$ cat src/logic/dss_regs.svh
`ifndef DSS_REGS_SVH
`define DSS_REGS_SVH

// Oscillator pulses per converter count
`define DSS_PRESCALE      4
// Oscillator pulses per backplane period
`define DSS_BP_DIV        800
// Counts of signal integrate
`define DSS_INT_COUNTS    1000
// Longest de-integrate, also the full-scale reading
`define DSS_DEINT_MAX     2000
// Counts of one whole measurement cycle
`define DSS_CYCLE_COUNTS  4000
// Decade counter digits, thousands included
`define DSS_DIGITS        4

`endif

$ cat src/logic/dss_pkg.sv
package dss_pkg;

  typedef enum logic [1:0] {
    DSS_PH_AZ    = 2'b00,
    DSS_PH_INT   = 2'b01,
    DSS_PH_DEINT = 2'b10
  } dss_phase_t;

  // Analog switch controls for the integrator front end
  typedef struct packed {
    logic auto_zero;
    logic sig_integrate;
    logic de_integrate;
    logic ref_negative;
  } dss_ctrl_t;

  // Segment bits are gfedcba per full digit
  typedef struct packed {
    logic       sign;
    logic       one;
    logic [6:0] hundreds;
    logic [6:0] tens;
    logic [6:0] units;
  } dss_seg_t;

endpackage

$ cat src/logic/dss_bcd_counter.sv
module dss_bcd_counter #(
  parameter int DIGITS = 4
) (
  input  wire logic                  clk_i,
  input  wire logic                  rst_n_i,
  input  wire logic                  clear_i,
  input  wire logic                  inc_i,
  output logic      [4*DIGITS-1:0]   value_o
);
  import dss_pkg::*;

  logic [DIGITS:0] carry;

  assign carry[0] = inc_i;

  for (genvar d = 0; d < DIGITS; d++)
  begin : g_digit
    logic [3:0] digit_reg;
    wire        at_nine = (digit_reg == 4'h9);

    assign carry[d+1]        = carry[d] && at_nine;
    assign value_o[4*d +: 4] = digit_reg;

    always_ff @(posedge clk_i or negedge rst_n_i)
    begin
      if (!rst_n_i)
        digit_reg <= 4'h0;
      else if (clear_i)
        digit_reg <= 4'h0;
      else if (carry[d])
        digit_reg <= at_nine ? 4'h0 : digit_reg + 4'h1;
    end
  end

  if (DIGITS < 1)
  begin : g_bad
    $error("dss_bcd_counter needs at least one digit");
  end
endmodule // dss_bcd_counter

$ cat src/logic/dss_seg_decode.sv
module dss_seg_decode (
  input  wire logic [3:0] bcd_i,
  input  wire logic       blank_i,
  output logic      [6:0] seg_o
);
  import dss_pkg::*;

  logic [6:0] pattern;

  // Non-decimal codes cannot come from the counter, shown dark
  always_comb
  begin
    unique case (bcd_i)
      4'h0:    pattern = 7'h3F;
      4'h1:    pattern = 7'h06;
      4'h2:    pattern = 7'h5B;
      4'h3:    pattern = 7'h4F;
      4'h4:    pattern = 7'h66;
      4'h5:    pattern = 7'h6D;
      4'h6:    pattern = 7'h7D;
      4'h7:    pattern = 7'h07;
      4'h8:    pattern = 7'h7F;
      4'h9:    pattern = 7'h6F;
      default: pattern = 7'h00;
    endcase
  end

  assign seg_o = blank_i ? 7'h00 : pattern;
endmodule // dss_seg_decode

$ cat src/logic/dss_top.sv
`include "dss_regs.svh"

// Functional notes
// - Lamp test high lights every segment so the display reads -1888.
// - The LCD backplane is a square wave at the clock divided by 800.
// - LCD segments follow the backplane when off and invert it when on.
// - The LED build has no backplane and sinks current low on lit segments.
// - The sign segment is lit for a negative input and dark for positive.
// - A divide-by-four prescaler makes one count per four clocks.
// - Integrate is 1000 counts, de-integrate 1 to 2000, auto-zero 1000-2999.
// - Unused de-integrate counts go to auto-zero, so a cycle is 4000 counts.
// - The de-integrate count is the reading, full scale being 2000.
// - Hold high keeps converting but freezes the display latch.
// - Hold is weakly pulled inactive so an open pin means live updates.
// - The half digit is one output driving both segments of the one.
// - The integrator sign at the end of integrate picks reference and sign.
// - The reading is the de-integrate count gathered in decade counters.
module dss_top #(
  parameter bit LCD_VARIANT  = 1'b1,
  parameter int PRESCALE     = `DSS_PRESCALE,
  parameter int BP_DIV       = `DSS_BP_DIV,
  parameter int INT_COUNTS   = `DSS_INT_COUNTS,
  parameter int DEINT_MAX    = `DSS_DEINT_MAX,
  parameter int CYCLE_COUNTS = `DSS_CYCLE_COUNTS
) (
  input  wire logic            clk_i,
  input  wire logic            rst_n_i,
  input  wire logic            lamp_test_i,
  input  wire logic            hold_reading_input_i,
  input  wire logic            integ_zero_i,
  input  wire logic            integ_negative_i,
  output dss_pkg::dss_ctrl_t   ctrl_o,
  output dss_pkg::dss_seg_t    seg_o,
  output logic                 backplane_drive_o
);
  import dss_pkg::*;

  localparam int DIGITS = `DSS_DIGITS;
  localparam int PW     = $clog2(PRESCALE);
  localparam int CW     = $clog2(CYCLE_COUNTS);
  localparam int DW     = $clog2(DEINT_MAX + 1);
  localparam int BW     = $clog2(BP_DIV / 2);
  localparam int SEGW   = $bits(dss_seg_t);

  localparam logic [PW-1:0] PRE_LAST   = PW'(PRESCALE - 1);
  localparam logic [CW-1:0] INT_LAST   = CW'(INT_COUNTS - 1);
  localparam logic [CW-1:0] CYC_LAST   = CW'(CYCLE_COUNTS - 1);
  localparam logic [DW-1:0] DEINT_LAST = DW'(DEINT_MAX - 1);
  localparam logic [BW-1:0] BP_LAST    = BW'(BP_DIV / 2 - 1);

  if (PRESCALE < 2 || BP_DIV < 4 || (BP_DIV % 2) != 0 ||
      INT_COUNTS < 1 || DEINT_MAX < 1 ||
      INT_COUNTS + DEINT_MAX >= CYCLE_COUNTS)
  begin : g_bad
    $error("dss_top parameters cannot form a measurement cycle");
  end

  // Only a lone one shows the thousands, so full scale is the ceiling
  if (DEINT_MAX > `DSS_DEINT_MAX)
  begin : g_bad_disp
    $error("dss_top reading exceeds what the display can show");
  end

  // Pin synchronisers: lamp test, hold, zero crossing, sign
  logic [3:0] sync_a_reg;
  logic [3:0] sync_b_reg;

  always_ff @(posedge clk_i or negedge rst_n_i)
  begin
    if (!rst_n_i)
      sync_a_reg <= 4'h0;
    else
      sync_a_reg <= {lamp_test_i, hold_reading_input_i,
                     integ_zero_i, integ_negative_i};
  end

  // Only the second stage feeds logic; the first may be metastable
  always_ff @(posedge clk_i or negedge rst_n_i)
  begin
    if (!rst_n_i)
      sync_b_reg <= 4'h0;
    else
      sync_b_reg <= sync_a_reg;
  end

  wire lamp_s  = sync_b_reg[3];
  // Open pin is pulled low at the pad; reset value matches it
  wire hold_s  = sync_b_reg[2];
  wire zero_s  = sync_b_reg[1];
  wire neg_s   = sync_b_reg[0];

  // Prescaler
  logic [PW-1:0] pre_reg;
  wire           count_en = (pre_reg == PRE_LAST);

  always_ff @(posedge clk_i or negedge rst_n_i)
  begin
    if (!rst_n_i)
      pre_reg <= '0;
    else
      pre_reg <= count_en ? '0 : pre_reg + PW'(1);
  end

  // Phase sequencer
  dss_phase_t    state_reg;
  dss_phase_t    state_next;
  logic [CW-1:0] cyc_reg;
  logic [DW-1:0] deint_reg;
  logic          ref_neg_reg;

  wire in_int    = (state_reg == DSS_PH_INT);
  wire in_deint  = (state_reg == DSS_PH_DEINT);
  wire int_end   = count_en && in_int && (cyc_reg == INT_LAST);
  wire at_max    = (deint_reg == DEINT_LAST);
  // Zero crossing stops counting on the tick it is seen
  wire deint_hit = count_en && in_deint && zero_s;
  wire deint_ovr = count_en && in_deint && !zero_s && at_max;
  wire deint_end = deint_hit || deint_ovr;
  wire cyc_end   = count_en && (cyc_reg == CYC_LAST);
  wire bcd_inc   = count_en && in_deint && !zero_s;

  always_comb
  begin
    state_next = state_reg;
    unique case (state_reg)
      DSS_PH_INT:
        if (int_end)
          state_next = DSS_PH_DEINT;
      DSS_PH_DEINT:
        if (deint_end)
          state_next = DSS_PH_AZ;
      DSS_PH_AZ:
        if (cyc_end)
          state_next = DSS_PH_INT;
      default:
        state_next = DSS_PH_AZ;
    endcase
  end

  always_ff @(posedge clk_i or negedge rst_n_i)
  begin
    if (!rst_n_i)
      state_reg <= DSS_PH_INT;
    else
      state_reg <= state_next;
  end

  // Cycle length is fixed by this counter, not by the phases
  always_ff @(posedge clk_i or negedge rst_n_i)
  begin
    if (!rst_n_i)
      cyc_reg <= '0;
    else if (count_en)
      cyc_reg <= cyc_end ? '0 : cyc_reg + CW'(1);
  end

  always_ff @(posedge clk_i or negedge rst_n_i)
  begin
    if (!rst_n_i)
      deint_reg <= '0;
    else if (int_end)
      deint_reg <= '0;
    else if (bcd_inc)
      deint_reg <= deint_reg + DW'(1);
  end

  always_ff @(posedge clk_i or negedge rst_n_i)
  begin
    if (!rst_n_i)
      ref_neg_reg <= 1'b0;
    else if (int_end)
      ref_neg_reg <= neg_s;
  end

  // Decade counters
  logic [4*DIGITS-1:0] bcd_value;

  dss_bcd_counter #(
    .DIGITS  (DIGITS)
  ) u_count (
    .clk_i   (clk_i),
    .rst_n_i (rst_n_i),
    .clear_i (int_end),
    .inc_i   (bcd_inc),
    .value_o (bcd_value)
  );

  // Display latch
  logic [4*DIGITS-1:0] disp_val_reg;
  logic                disp_neg_reg;
  logic                disp_ovr_reg;
  wire                 latch_load = deint_end && !hold_s;

  always_ff @(posedge clk_i or negedge rst_n_i)
  begin
    if (!rst_n_i)
      disp_val_reg <= '0;
    else if (latch_load)
      disp_val_reg <= bcd_value;
  end

  // Sign rides with the reading, so a held display keeps its own sign
  always_ff @(posedge clk_i or negedge rst_n_i)
  begin
    if (!rst_n_i)
      disp_neg_reg <= 1'b0;
    else if (latch_load)
      disp_neg_reg <= ref_neg_reg;
  end

  always_ff @(posedge clk_i or negedge rst_n_i)
  begin
    if (!rst_n_i)
      disp_ovr_reg <= 1'b0;
    else if (latch_load)
      disp_ovr_reg <= deint_ovr;
  end

  // Decoding; overrange shows a lone one and the sign, with the three digits blank
  logic [6:0] digit_seg [3];

  for (genvar d = 0; d < 3; d++)
  begin : g_dec
    dss_seg_decode u_dec (
      .bcd_i   (disp_val_reg[4*d +: 4]),
      .blank_i (disp_ovr_reg),
      .seg_o   (digit_seg[d])
    );
  end

  // Thousands digit can only be zero or one below full scale
  wire one_on = disp_ovr_reg || (disp_val_reg[4*3 +: 4] != 4'h0);

  dss_seg_t lit;

  assign lit.sign     = disp_neg_reg;
  assign lit.one      = one_on;
  assign lit.hundreds = digit_seg[2];
  assign lit.tens     = digit_seg[1];
  assign lit.units    = digit_seg[0];

  wire [SEGW-1:0] lit_vec = lamp_s ? {SEGW{1'b1}} : lit;

  // Backplane divider
  logic [BW-1:0] bp_cnt_reg;
  logic          bp_reg;
  wire           bp_flip = (bp_cnt_reg == BP_LAST);
  wire           bp_next = bp_flip ? !bp_reg : bp_reg;

  always_ff @(posedge clk_i or negedge rst_n_i)
  begin
    if (!rst_n_i)
      bp_cnt_reg <= '0;
    else
      bp_cnt_reg <= bp_flip ? '0 : bp_cnt_reg + BW'(1);
  end

  always_ff @(posedge clk_i or negedge rst_n_i)
  begin
    if (!rst_n_i)
      bp_reg <= 1'b0;
    else
      bp_reg <= bp_next;
  end

  // Segment drive; XOR with the same backplane keeps DC off the glass
  wire [SEGW-1:0] lcd_drive = lit_vec ^ {SEGW{bp_next}};
  // LED build sinks current, so a lit segment pulls low
  wire [SEGW-1:0] led_drive = ~lit_vec;
  wire [SEGW-1:0] drive     = LCD_VARIANT ? lcd_drive : led_drive;

  dss_ctrl_t ctrl_next;

  assign ctrl_next.auto_zero     = (state_next == DSS_PH_AZ);
  assign ctrl_next.sig_integrate = (state_next == DSS_PH_INT);
  assign ctrl_next.de_integrate  = (state_next == DSS_PH_DEINT);
  assign ctrl_next.ref_negative  = int_end ? neg_s : ref_neg_reg;

  always_ff @(posedge clk_i or negedge rst_n_i)
  begin
    if (!rst_n_i)
      seg_o <= '0;
    else
      seg_o <= drive;
  end

  // Switch controls leave a flop so the analog switches see no glitch
  always_ff @(posedge clk_i or negedge rst_n_i)
  begin
    if (!rst_n_i)
      ctrl_o <= '0;
    else
      ctrl_o <= ctrl_next;
  end

  always_ff @(posedge clk_i or negedge rst_n_i)
  begin
    if (!rst_n_i)
      backplane_drive_o <= 1'b0;
    else
      backplane_drive_o <= LCD_VARIANT ? bp_next : 1'b0;
  end
endmodule // dss_top

$ cat config.mk
export PLATFORM = sky130hd
export DESIGN_NAME = dss_top
export DESIGN_NICKNAME = d
export VERILOG_FILES = /design/src/logic/dss_pkg.sv /design/src/logic/dss_bcd_counter.sv /design/src/logic/dss_seg_decode.sv /design/src/logic/dss_top.sv
export VERILOG_INCLUDE_DIRS = /design/src /design/src/logic
export SDC_FILE = /design/constraint.sdc
export NUM_CORES = 1
export LEC_CHECK = 0
export BUFFER_PORTS_ARGS = -buffer_cell sky130_fd_sc_hd__buf_2
export CAP_MARGIN = 10
export CORE_MARGIN = 4
export CORE_UTILIZATION = 30
export CTS_CLUSTER_DIAMETER = 200
export DETAILED_ROUTE_END_ITERATION = 12
export MAX_ROUTING_LAYER = met4
export RECOVER_POWER = 100
export SLEW_MARGIN = 20
export SYNTH_ARGS = -nofsm -noshare
export SYNTH_HDL_FRONTEND = slang
export SYNTH_SLANG_ARGS = --single-unit
$ cat constraint.sdc
create_clock -name clk_i -period 5.5 [get_ports clk_i]
set_input_delay 1.375 -clock clk_i [delete_from_list [all_inputs] [get_ports clk_i]]
set_output_delay 1.375 -clock clk_i [all_outputs]
set_load 0.1 [all_outputs]
==> flow_summary_export.csv, run 1 <==
group,metric,value,unit
clock_tree,clk_path_buf_depth,2,
floorplan,dieHeight,139.0,um
sta,setup_tns,0,ns
clock_tree,cts_root_buf,"clkbuf_16",
worst_setup_path,cp.required,5.73,ns
power_and_ir_drop,power_leakage,2.449,nW
power_and_ir_drop,power.density,271.1,mW/mm2
worst_hold_path,min_to,"sync_b_reg[1]",
sta,rsz0062_at_grt,"false",
synth,yosys_warnings,0,
global_route,globalRouteOverflowTotal,0,
clock_tree,clock-sinks,106,
worst_setup_path,crit_fanout,17,
placed_design,io_buffers,33,
sta,relSlewSlack,-0.2870,
routing,vias_per_cell,4.713,
status,outcome,"finished with violations",
global_route,grt.total_usage,0.1033,
synth,synth_cells,480,
floorplan,start_util,0.3081,
status,violations,"max-capacitance violations, max-slew violations",
synth,synthArstFlopShare,1.000,
floorplan,die_area,0.01931,mm2
cells_and_area,largest_register_ffs,23,
cells_and_area,utilization,0.3455,
placed_design,place_area,0.005499,mm2
sta,hold_viol,0,
worst_setup_path,reg2regPathDepth,5,
cells_and_area,final_common_cell,"dfrtp_1",
synth,synth_compound_gate_area_share,0.09484,
synth,ys_seq_area_frac,0.5158,
clock_tree,cts_htree_levels,3,
clock_tree,postCtsHoldBufs,0,
sta,max_freq,281.9,MHz
clock_tree,clock_latency,0.35,ns
placed_design,place_hpwl,6.542,mm
cells_and_area,syn_to_final_growth,12.16,%
cells_and_area,final_nets,536,
worst_hold_path,hold_class,"flip-flop to flip-flop",
sta,skew,0.008393,ns
synth,synthesis.area,0.005145,mm2
worst_setup_path,worstReg2RegStart,"deint_reg[0]",
clock_tree,path_clk_slew,0.07,ns
clock_tree,cts_tree,"built",
routing,drtAntennaViolNets,0,
sta,hold-worst-slack,0.3531,ns
sta,slew_viol_final,18,
routing,initialDrtViolationCount,162,
routing,firstDrtPassIters,4,
clock_tree,ctsResizeCount,0,
sta,fin_ws,1.952,ns
worst_setup_path,reg2reg_slack,1.95,ns
global_route,antenna_found_initial,0,
synth,synth-simple-area-share,0.1885,
global_route,grt_pass1_wl,16.17,mm
clock_tree,cts_inserted_buffers,9,
sta,min_period,3.548,ns
synth,synth-xor-area-share,0.07806,
synth,synth.distinct_cells,54,
synth,synth_fp_nets,510,
worst_hold_path,hold_path_startpoint,"sync_a_reg[1]",
power_and_ir_drop,max-vdd-ir-drop,142.1,uV
floorplan,fp-row-count,47,
synth,ys_ff_latch,106,
sta,fin_crit_sh,0.6451,
synth,ys.flop_type,"dfrtp_1",
floorplan,core,0.01670,mm2
global_route,grt_pass1_vias,3343,
cells_and_area,layout_common_cells,"105 x dfrtp_1, 42 x nor2_1, 37 x xor2_1",
sta,finalSetupViolCount,0,
worst_setup_path,crit_type,"flip-flop to flip-flop",
run,max-cap-violations,1,
placed_design,pre_cts_ws,2.940,ns
routing,avgRoutedWirePerCell,12.90,um
worst_setup_path,start_kind,"flip-flop",
synth,synth_top_family_by_area,"simple AND/OR/NAND/NOR gates",
cells_and_area,antennaDiodeCount,0,
worst_setup_path,r2r_end,"disp_val_reg[13]",
floorplan,die_x,139.0,um
routing,via_count,3445,
placed_design,gp_congestion,0.8773,
routing,drc,0,
synth,synth_adder_area_share,0.05837,
worst_hold_path,whs_path_depth,0,
synth,synth.avg_cell_area,10.72,um2
worst_setup_path,cp-end-kind,"flip-flop",
routing,routed_wl,9.431,mm
floorplan,io-pin-count,34,
worst_setup_path,arrival,3.78,ns
cells_and_area,final_area,0.005771,mm2
clock_tree,post-cts-setup-buffers,0,
global_route,grt_max_degree,77,
cells_and_area,drive_gt1_frac,0.07436,
sta,tightest_slew,1.916,ns
synth,synth.area.mux_share,0.02894,
synth,synth_edf_count,0,
-- how the worst max path moves through the flow --
stage,cells after the start,startpoint,end
finish,5,deint_reg[0],disp_val_reg[13]
global placement,2,rst_n_i,bp_cnt_reg[1]
CTS,1,bp_reg,backplane_drive_o
floorplan,0,bp_reg,backplane_drive_o
global route,5,deint_reg[0],disp_neg_reg
detailed placement,2,rst_n_i,seg_o[21]
-- cells by family after synthesis --
kind of cell,count (synthesis)
flops,106
compound gates,79
buf+inv,40
fa+ha+maj,24
xor+xnor,45
mux,14
simple gates,172
-- routing by layer --
layer | wire (um) | share of wire | GRT usage
met5 | 0 | 0 | -
met4 | 127 | 0.013 | 0.02987
met3 | 372 | 0.039 | 0.03034
met2 | 4230 | 0.45 | 0.1555
met1 | 4700 | 0.50 | 0.1363
-- synth_stat cells, types with 7 or more instances --
master,count,share of area
nor2_1,42,0.031
mux2_2,7,0.015
nand2b_1,9,0.011
ha_1,24,0.058
mux2i_1,7,0.014
a21oi_1,35,0.034
nand2_1,34,0.025
o22ai_1,9,0.011
dfrtp_1,105,0.51
nand3_1,19,0.018
nand4_1,12,0.015
clkbuf_1,10,0.0073
or3_1,11,0.013
inv_1,19,0.014
o21ai_0,11,0.011
and3b_1,7,0.012
xnor2_1,7,0.012
xor2_1,37,0.063
-- power by group --
group,switching [mW],internal (mW)
registers,0.00440,0.784
clock network,0.291,0.448
logic,0.0323,0.00447
total,0.328,1.24
-- critical path, stage by stage (launching register included) --
cell      delay (ns)
dfrtp_1         0.38
ha_1            0.26
and4bb_2        0.26
a41oi_1         0.46
nor3_1          1.62
mux2_2          0.45
-- area by class of cell --
class	count	area (um2)
fill	1687	10930
sequential	106	2654
multi-input combinational	334	2275
tap	220	275.3
clock buffer	9	225.2
timing repair buffer	36	147.6
clock inverter	7	122.6
inverter	19	71.32
-- per-stage QoR --
step,std cells,power (mW)
2_1_floorplan,480,0.8210
3_3_place_gp,715,0.8425
3_5_place_dp,715,0.8431
4_1_cts,731,1.585
5_1_grt,731,1.621
6_report,731,1.565
Note: power is estimated with default switching activity, not from simulation.
==> run 2, diff against run 1 <==
- clock period: 5.5 -> 2.9 ns (I/O delays scaled with it)
==> run 2 against run 1 <==
Effect of this change: the run now ends clean; maximum frequency up 42%; design area decreased by 0.74%; largest cell class unchanged; clock skew decreased by 0.0015 ns; global-route usage increased by 0.47 points; clock power is 53% higher; first-iteration DRC count is 3.7% higher; combinational power is 91% higher; setup slack lost 1.6 ns; die area is the same; critical path depth rose by 1; utilization decreased by 0.25 points.
==> flow_summary_export.csv, run 2 (synthesized netlist as in run 1, its figures left out) <==
group,metric,value,unit
sta,min_period,2.504,ns
clock_tree,cts_inserted_buffers,9,
sta,finalSetupViolCount,0,
run,max-cap-violations,0,
cells_and_area,layout_common_cells,"105 x dfrtp_1, 42 x nor2_1, 37 x xor2_1",
clock_tree,clk_path_buf_depth,2,
placed_design,io_buffers,33,
power_and_ir_drop,power,2.693,mW
power_and_ir_drop,power.density,470.2,mW/mm2
sta,max_freq,399.4,MHz
placed_design,gp_congestion,0.8220,
cells_and_area,utilization,0.3430,
cells_and_area,multi_input_area,0.002293,mm2
sta,relSlewSlack,0.2196,
power_and_ir_drop,max-vdd-ir-drop,299.3,uV
clock_tree,ctsResizeCount,0,
floorplan,start_util,0.3081,
worst_hold_path,min_to,"sync_b_reg[1]",
routing,dr_wl_met3,547,um
cells_and_area,instances_no_fill,734,
clock_tree,cts_root_buf,"clkbuf_16",
clock_tree,cts_htree_levels,3,
cells_and_area,largest_register_ffs,23,
worst_setup_path,r2r_end,"seg_o[11]",
cells_and_area,antennaDiodeCount,0,
clock_tree,post-cts-setup-buffers,0,
placed_design,pre_cts_ws,0.6583,ns
routing,drtAntennaViolNets,0,
worst_setup_path,worstReg2RegStart,"bp_cnt_reg[0]",
sta,tightest_slew,1.176,ns
global_route,grt_pass1_wl,16.86,mm
sta,slew_viol_final,0,
global_route,grt.total_usage,0.1081,
worst_setup_path,cp.required,3.10,ns
worst_hold_path,hold_class,"flip-flop to flip-flop",
worst_setup_path,crit_type,"flip-flop to flip-flop",
routing,initialDrtViolationCount,168,
status,outcome,"complete, no violations",
routing,route.top_layer_used,"met4",
worst_setup_path,path_cells,"ha_1, nand3_1, nor4_1, xnor2_2, clkbuf_2, xor2_1",
worst_setup_path,crit_slowest_cell,"nor4_1",
placed_design,dpl.cell_count,718,
worst_setup_path,start_kind,"flip-flop",
cells_and_area,nFillCells,1695,
worst_setup_path,crit_fanout,24,
global_route,antenna_found_initial,0,
power_and_ir_drop,power_leakage,2.440,nW
routing,firstDrtPassIters,4,
sta,setup_tns,0,ns
sta,rsz0062_at_grt,"false",
worst_setup_path,max_stage_delay,0.75,ns
global_route,grt_pass1_vias,3510,
sta,fin_ws,0.3963,ns
clock_tree,clock_latency,0.35,ns
global_route,grt_max_degree,63,
global_route,globalRouteOverflowTotal,0,
routing,drc,0,
worst_setup_path,reg2regPathDepth,6,
floorplan,die_area,0.01931,mm2
routing,vias_per_cell,4.762,
cells_and_area,layout.area.seq,0.002654,mm2
worst_hold_path,hold_path_startpoint,"sync_a_reg[1]",
floorplan,fp-row-count,47,
worst_hold_path,whs_path_depth,0,
routing,wl_met1,4.517,mm
floorplan,dieHeight,139.0,um
floorplan,core,0.01670,mm2
worst_setup_path,arrival,2.70,ns
cells_and_area,final_common_cell,"dfrtp_1",
placed_design,place_hpwl,7.055,mm
clock_tree,cts_tree,"built",
clock_tree,path_clk_slew,0.07,ns
cells_and_area,final_nets,539,
clock_tree,postCtsHoldBufs,0,
sta,skew,0.006895,ns
sta,hold_viol,0,
routing,dr_wl_met2,4.497,mm
cells_and_area,syn_to_final_growth,11.33,%
floorplan,die_x,139.0,um
routing,avgRoutedWirePerCell,13.19,um
clock_tree,clock-sinks,106,
routing,via_count,3495,
floorplan,io-pin-count,34,
routing,routed_wl,9.684,mm
worst_setup_path,reg2reg_slack,0.40,ns
sta,fin_crit_sh,0.8634,
cells_and_area,drive_gt1_frac,0.07782,
worst_setup_path,cp-end-kind,"flip-flop",
-- run 2: cell count changes in the layout (fill, tap and decap cells not counted), moves of 2 or more --
cell       delta
bufinv_16     -3
clkinv_2      +2
clkbuf_2      +2
clkbuf_1      +2
-- run 2: how the worst max path moves through the flow --
stage / startpoint / endpoint
final: bp_cnt_reg[0] / seg_o[11]
after global routing: pre_reg[0] / u_count.g_digit[3].digit_reg[2]
after CTS: deint_reg[0] / disp_val_reg[5]
after detailed placement: deint_reg[0] / disp_val_reg[9]
after global placement: pre_reg[0] / u_count.g_digit[3].digit_reg[2]
after floorplan: deint_reg[0] / ctrl_o[3]
-- run 2: critical path: cells and delay by family (launching register included) --
kind | cells | cell delay, ns
buf+inv | 1 | 0.57
fa+ha+maj | 1 | 0.21
flops | 1 | 0.36
simple gates | 2 | 0.87
xor+xnor | 2 | 0.33
-- run 2: per-stage QoR --
stage / hold slack, ns / cell area (um2)
5_1_grt: 0.3664 / 5728
6_report: 0.3502 / 5728
3_3_place_gp: 0.3335 / 5534
3_5_place_dp: 0.3370 / 5534
2_1_floorplan: 0.3312 / 5145
4_1_cts: 0.2529 / 5807
-- run 2: area by class of cell --
class / instances / area share
clock buffers: 12 / 0.04303
multi-input cells: 334 / 0.4004
clock inverters: 4 / 0.004587
flip-flops and latches: 106 / 0.4633
well taps: 220 / 0.04806
repair buffers: 39 / 0.02818
inverters: 19 / 0.01245
-- run 2: per-layer routing --
metal	GRT usage	vias up
li1	-	1724
met1	0.1360	1695
met2	0.1642	60
met3	0.04034	16
met4	0.03038	0
met5	-	-
-- run 2: where the power goes --
part / switching, mW / internal, mW
combinational: 0.0615 / 0.00856
clock: 0.522 / 0.606
sequential: 0.00802 / 1.49
total: 0.591 / 2.10
==> run 3, diff against run 2 <==
- CORE_UTILIZATION: 30 -> 32
==> run 3 against run 2 <==
Effect of this change: critical path type unchanged; setup slack improved by 0.10 ns; highest routed layer unchanged; die area fell by 5.9%; design area rose by 0.35%; clock-buffer cell count fell by 1; register-to-register slack improved by 0.10 ns; sequential power barely moved; largest power group unchanged; first-iteration DRC count rose by 3.6%; sequential share of layout area fell by 0.16 points.
==> flow_summary_export.csv, run 3 (synthesized netlist as in run 1, its figures left out) <==
group,metric,value,unit
status,outcome,"complete, no violations",
sta,rsz0062_at_grt,"false",
sta,skew,0.01147,ns
clock_tree,cts_tree,"built",
worst_setup_path,cp.required,3.17,ns
worst_setup_path,cp-end-kind,"flip-flop",
cells_and_area,largest_register_ffs,23,
clock_tree,post-cts-setup-buffers,0,
sta,max_freq,416.2,MHz
worst_setup_path,crit_fanout,15,
sta,hold_viol,0,
floorplan,die_x,134.8,um
clock_tree,cts_root_buf,"clkbuf_16",
power_and_ir_drop,power.density,476.8,mW/mm2
floorplan,io-pin-count,34,
worst_setup_path,start_kind,"flip-flop",
cells_and_area,syn_to_final_growth,11.72,%
routing,drc,0,
floorplan,fp-row-count,46,
placed_design,place_hpwl,6.604,mm
worst_setup_path,crit_type,"flip-flop to flip-flop",
worst_setup_path,path_cells,"ha_1, and4bb_1, nand4_2, or4_1, a21oi_1",
cells_and_area,final_common_cell,"dfrtp_1",
global_route,grt.total_usage,0.1129,
worst_setup_path,crit_slowest_cell,"and4bb_1",
global_route,grt_max_degree,50,
cells_and_area,drive_gt1_frac,0.07992,
floorplan,core,0.01583,mm2
placed_design,place_area,0.005522,mm2
worst_setup_path,arrival,2.67,ns
global_route,grt_pass1_vias,3481,
run,max-cap-violations,0,
placed_design,gp_congestion,0.7618,
sta,relSlewSlack,0.1952,
floorplan,start_util,0.3251,
clock_tree,clock_latency,0.35,ns
sta,min_period,2.403,ns
worst_setup_path,crit_buf_inv,0,
floorplan,dieHeight,134.8,um
power_and_ir_drop,power_leakage,2.447,nW
global_route,grt_pass1_wl,16.42,mm
global_route,globalRouteOverflowTotal,0,
routing,via_count,3471,
cells_and_area,final_nets,538,
worst_hold_path,hold_class,"flip-flop to flip-flop",
power_and_ir_drop,max-vdd-ir-drop,278.0,uV
sta,fin_crit_sh,0.8285,
worst_setup_path,max_stage_delay,0.62,ns
clock_tree,postCtsHoldBufs,0,
sta,slew_viol_final,0,
cells_and_area,antennaDiodeCount,0,
sta,setup_tns,0,ns
routing,vias_per_cell,4.761,
clock_tree,ctsResizeCount,0,
clock_tree,path_clk_slew,0.08,ns
sta,finalSetupViolCount,0,
placed_design,io_buffers,33,
clock_tree,clk_path_buf_depth,2,
clock_tree,clock-sinks,106,
worst_setup_path,cp_top_family,"simple AND/OR/NAND/NOR gates",
routing,firstDrtPassIters,4,
routing,drtAntennaViolNets,0,
clock_tree,cts_inserted_buffers,9,
cells_and_area,layout_common_cells,"105 x dfrtp_1, 42 x nor2_1, 37 x xor2_1",
sta,tightest_slew,1.207,ns
floorplan,die_area,0.01817,mm2
routing,initialDrtViolationCount,174,
clock_tree,cts_htree_levels,3,
cells_and_area,final_area,0.005748,mm2
routing,avgRoutedWirePerCell,12.77,um
routing,routed_wl,9.309,mm
global_route,antenna_found_initial,0,
run 3: cell count changes in the layout (fill, tap and decap cells not counted), sizes merged:
cell,previous run,this run
clkbuf,46,44
clkinv,2,0
clkinvlp,1,2
inv,20,22
run 3: layer usage:
metal	wire length [um]	track usage	part of all wire	vias to the layer above
met5	0	-	0	-
met4	116	0.03450	0.012	0
met3	355	0.02720	0.038	10
met2	4322	0.1770	0.46	47
met1	4514	0.1459	0.48	1687
li1	-	-	-	1727
run 3: through the flow:
step / hold slack [ns] / power (mW) / util / std cells / setup WS [ns]
after floorplan: 0.3312 / 1.557 / - / 480 / 1.098
after global placement: 0.3313 / 1.600 / 0.3489 / 713 / 0.7430
after detailed placement: 0.3362 / 1.602 / 0.3489 / 713 / 0.6951
after CTS: 0.3529 / 2.789 / 0.3671 / 729 / 0.6431
after global routing: 0.3681 / 2.855 / 0.3632 / 729 / 0.2593
final: 0.3519 / 2.741 / 0.3632 / 729 / 0.4972
run 3: where the power goes:
group	leakage (nW)	switching [mW]	internal [mW]
clock	0.136	0.552	0.622
combinational	0.992	0.0621	0.0105
sequential	1.32	0.00825	1.49
run 3: area by class of cell:
class | count | area [um2]
Clock buffer | 11 | 242.7
Clock inverter | 5 | 46.29
Fill cell | 1596 | 10080
Inverter | 19 | 71.32
Multi-Input combinational cell | 334 | 2293
Sequential cell | 106 | 2654
Tap cell | 216 | 270.3
Timing Repair Buffer | 38 | 170.2
run 3: final timing paths:
check	start	to	slack, ns	cells after the start
hold / removal	sync_a_reg[3]	sync_b_reg[3]	0.35	0
setup / recovery	pre_reg[0]	u_count.g_digit[3].digit_reg[2]	0.50	5
min in group asynchronous	rst_n_i	seg_o[20]	0.62	1
hold reg to reg	sync_a_reg[3]	sync_b_reg[3]	0.35	0
max in group asynchronous	rst_n_i	u_count.g_digit[0].digit_reg[2]	1.09	2
setup reg to reg	pre_reg[0]	u_count.g_digit[3].digit_reg[2]	0.50	5
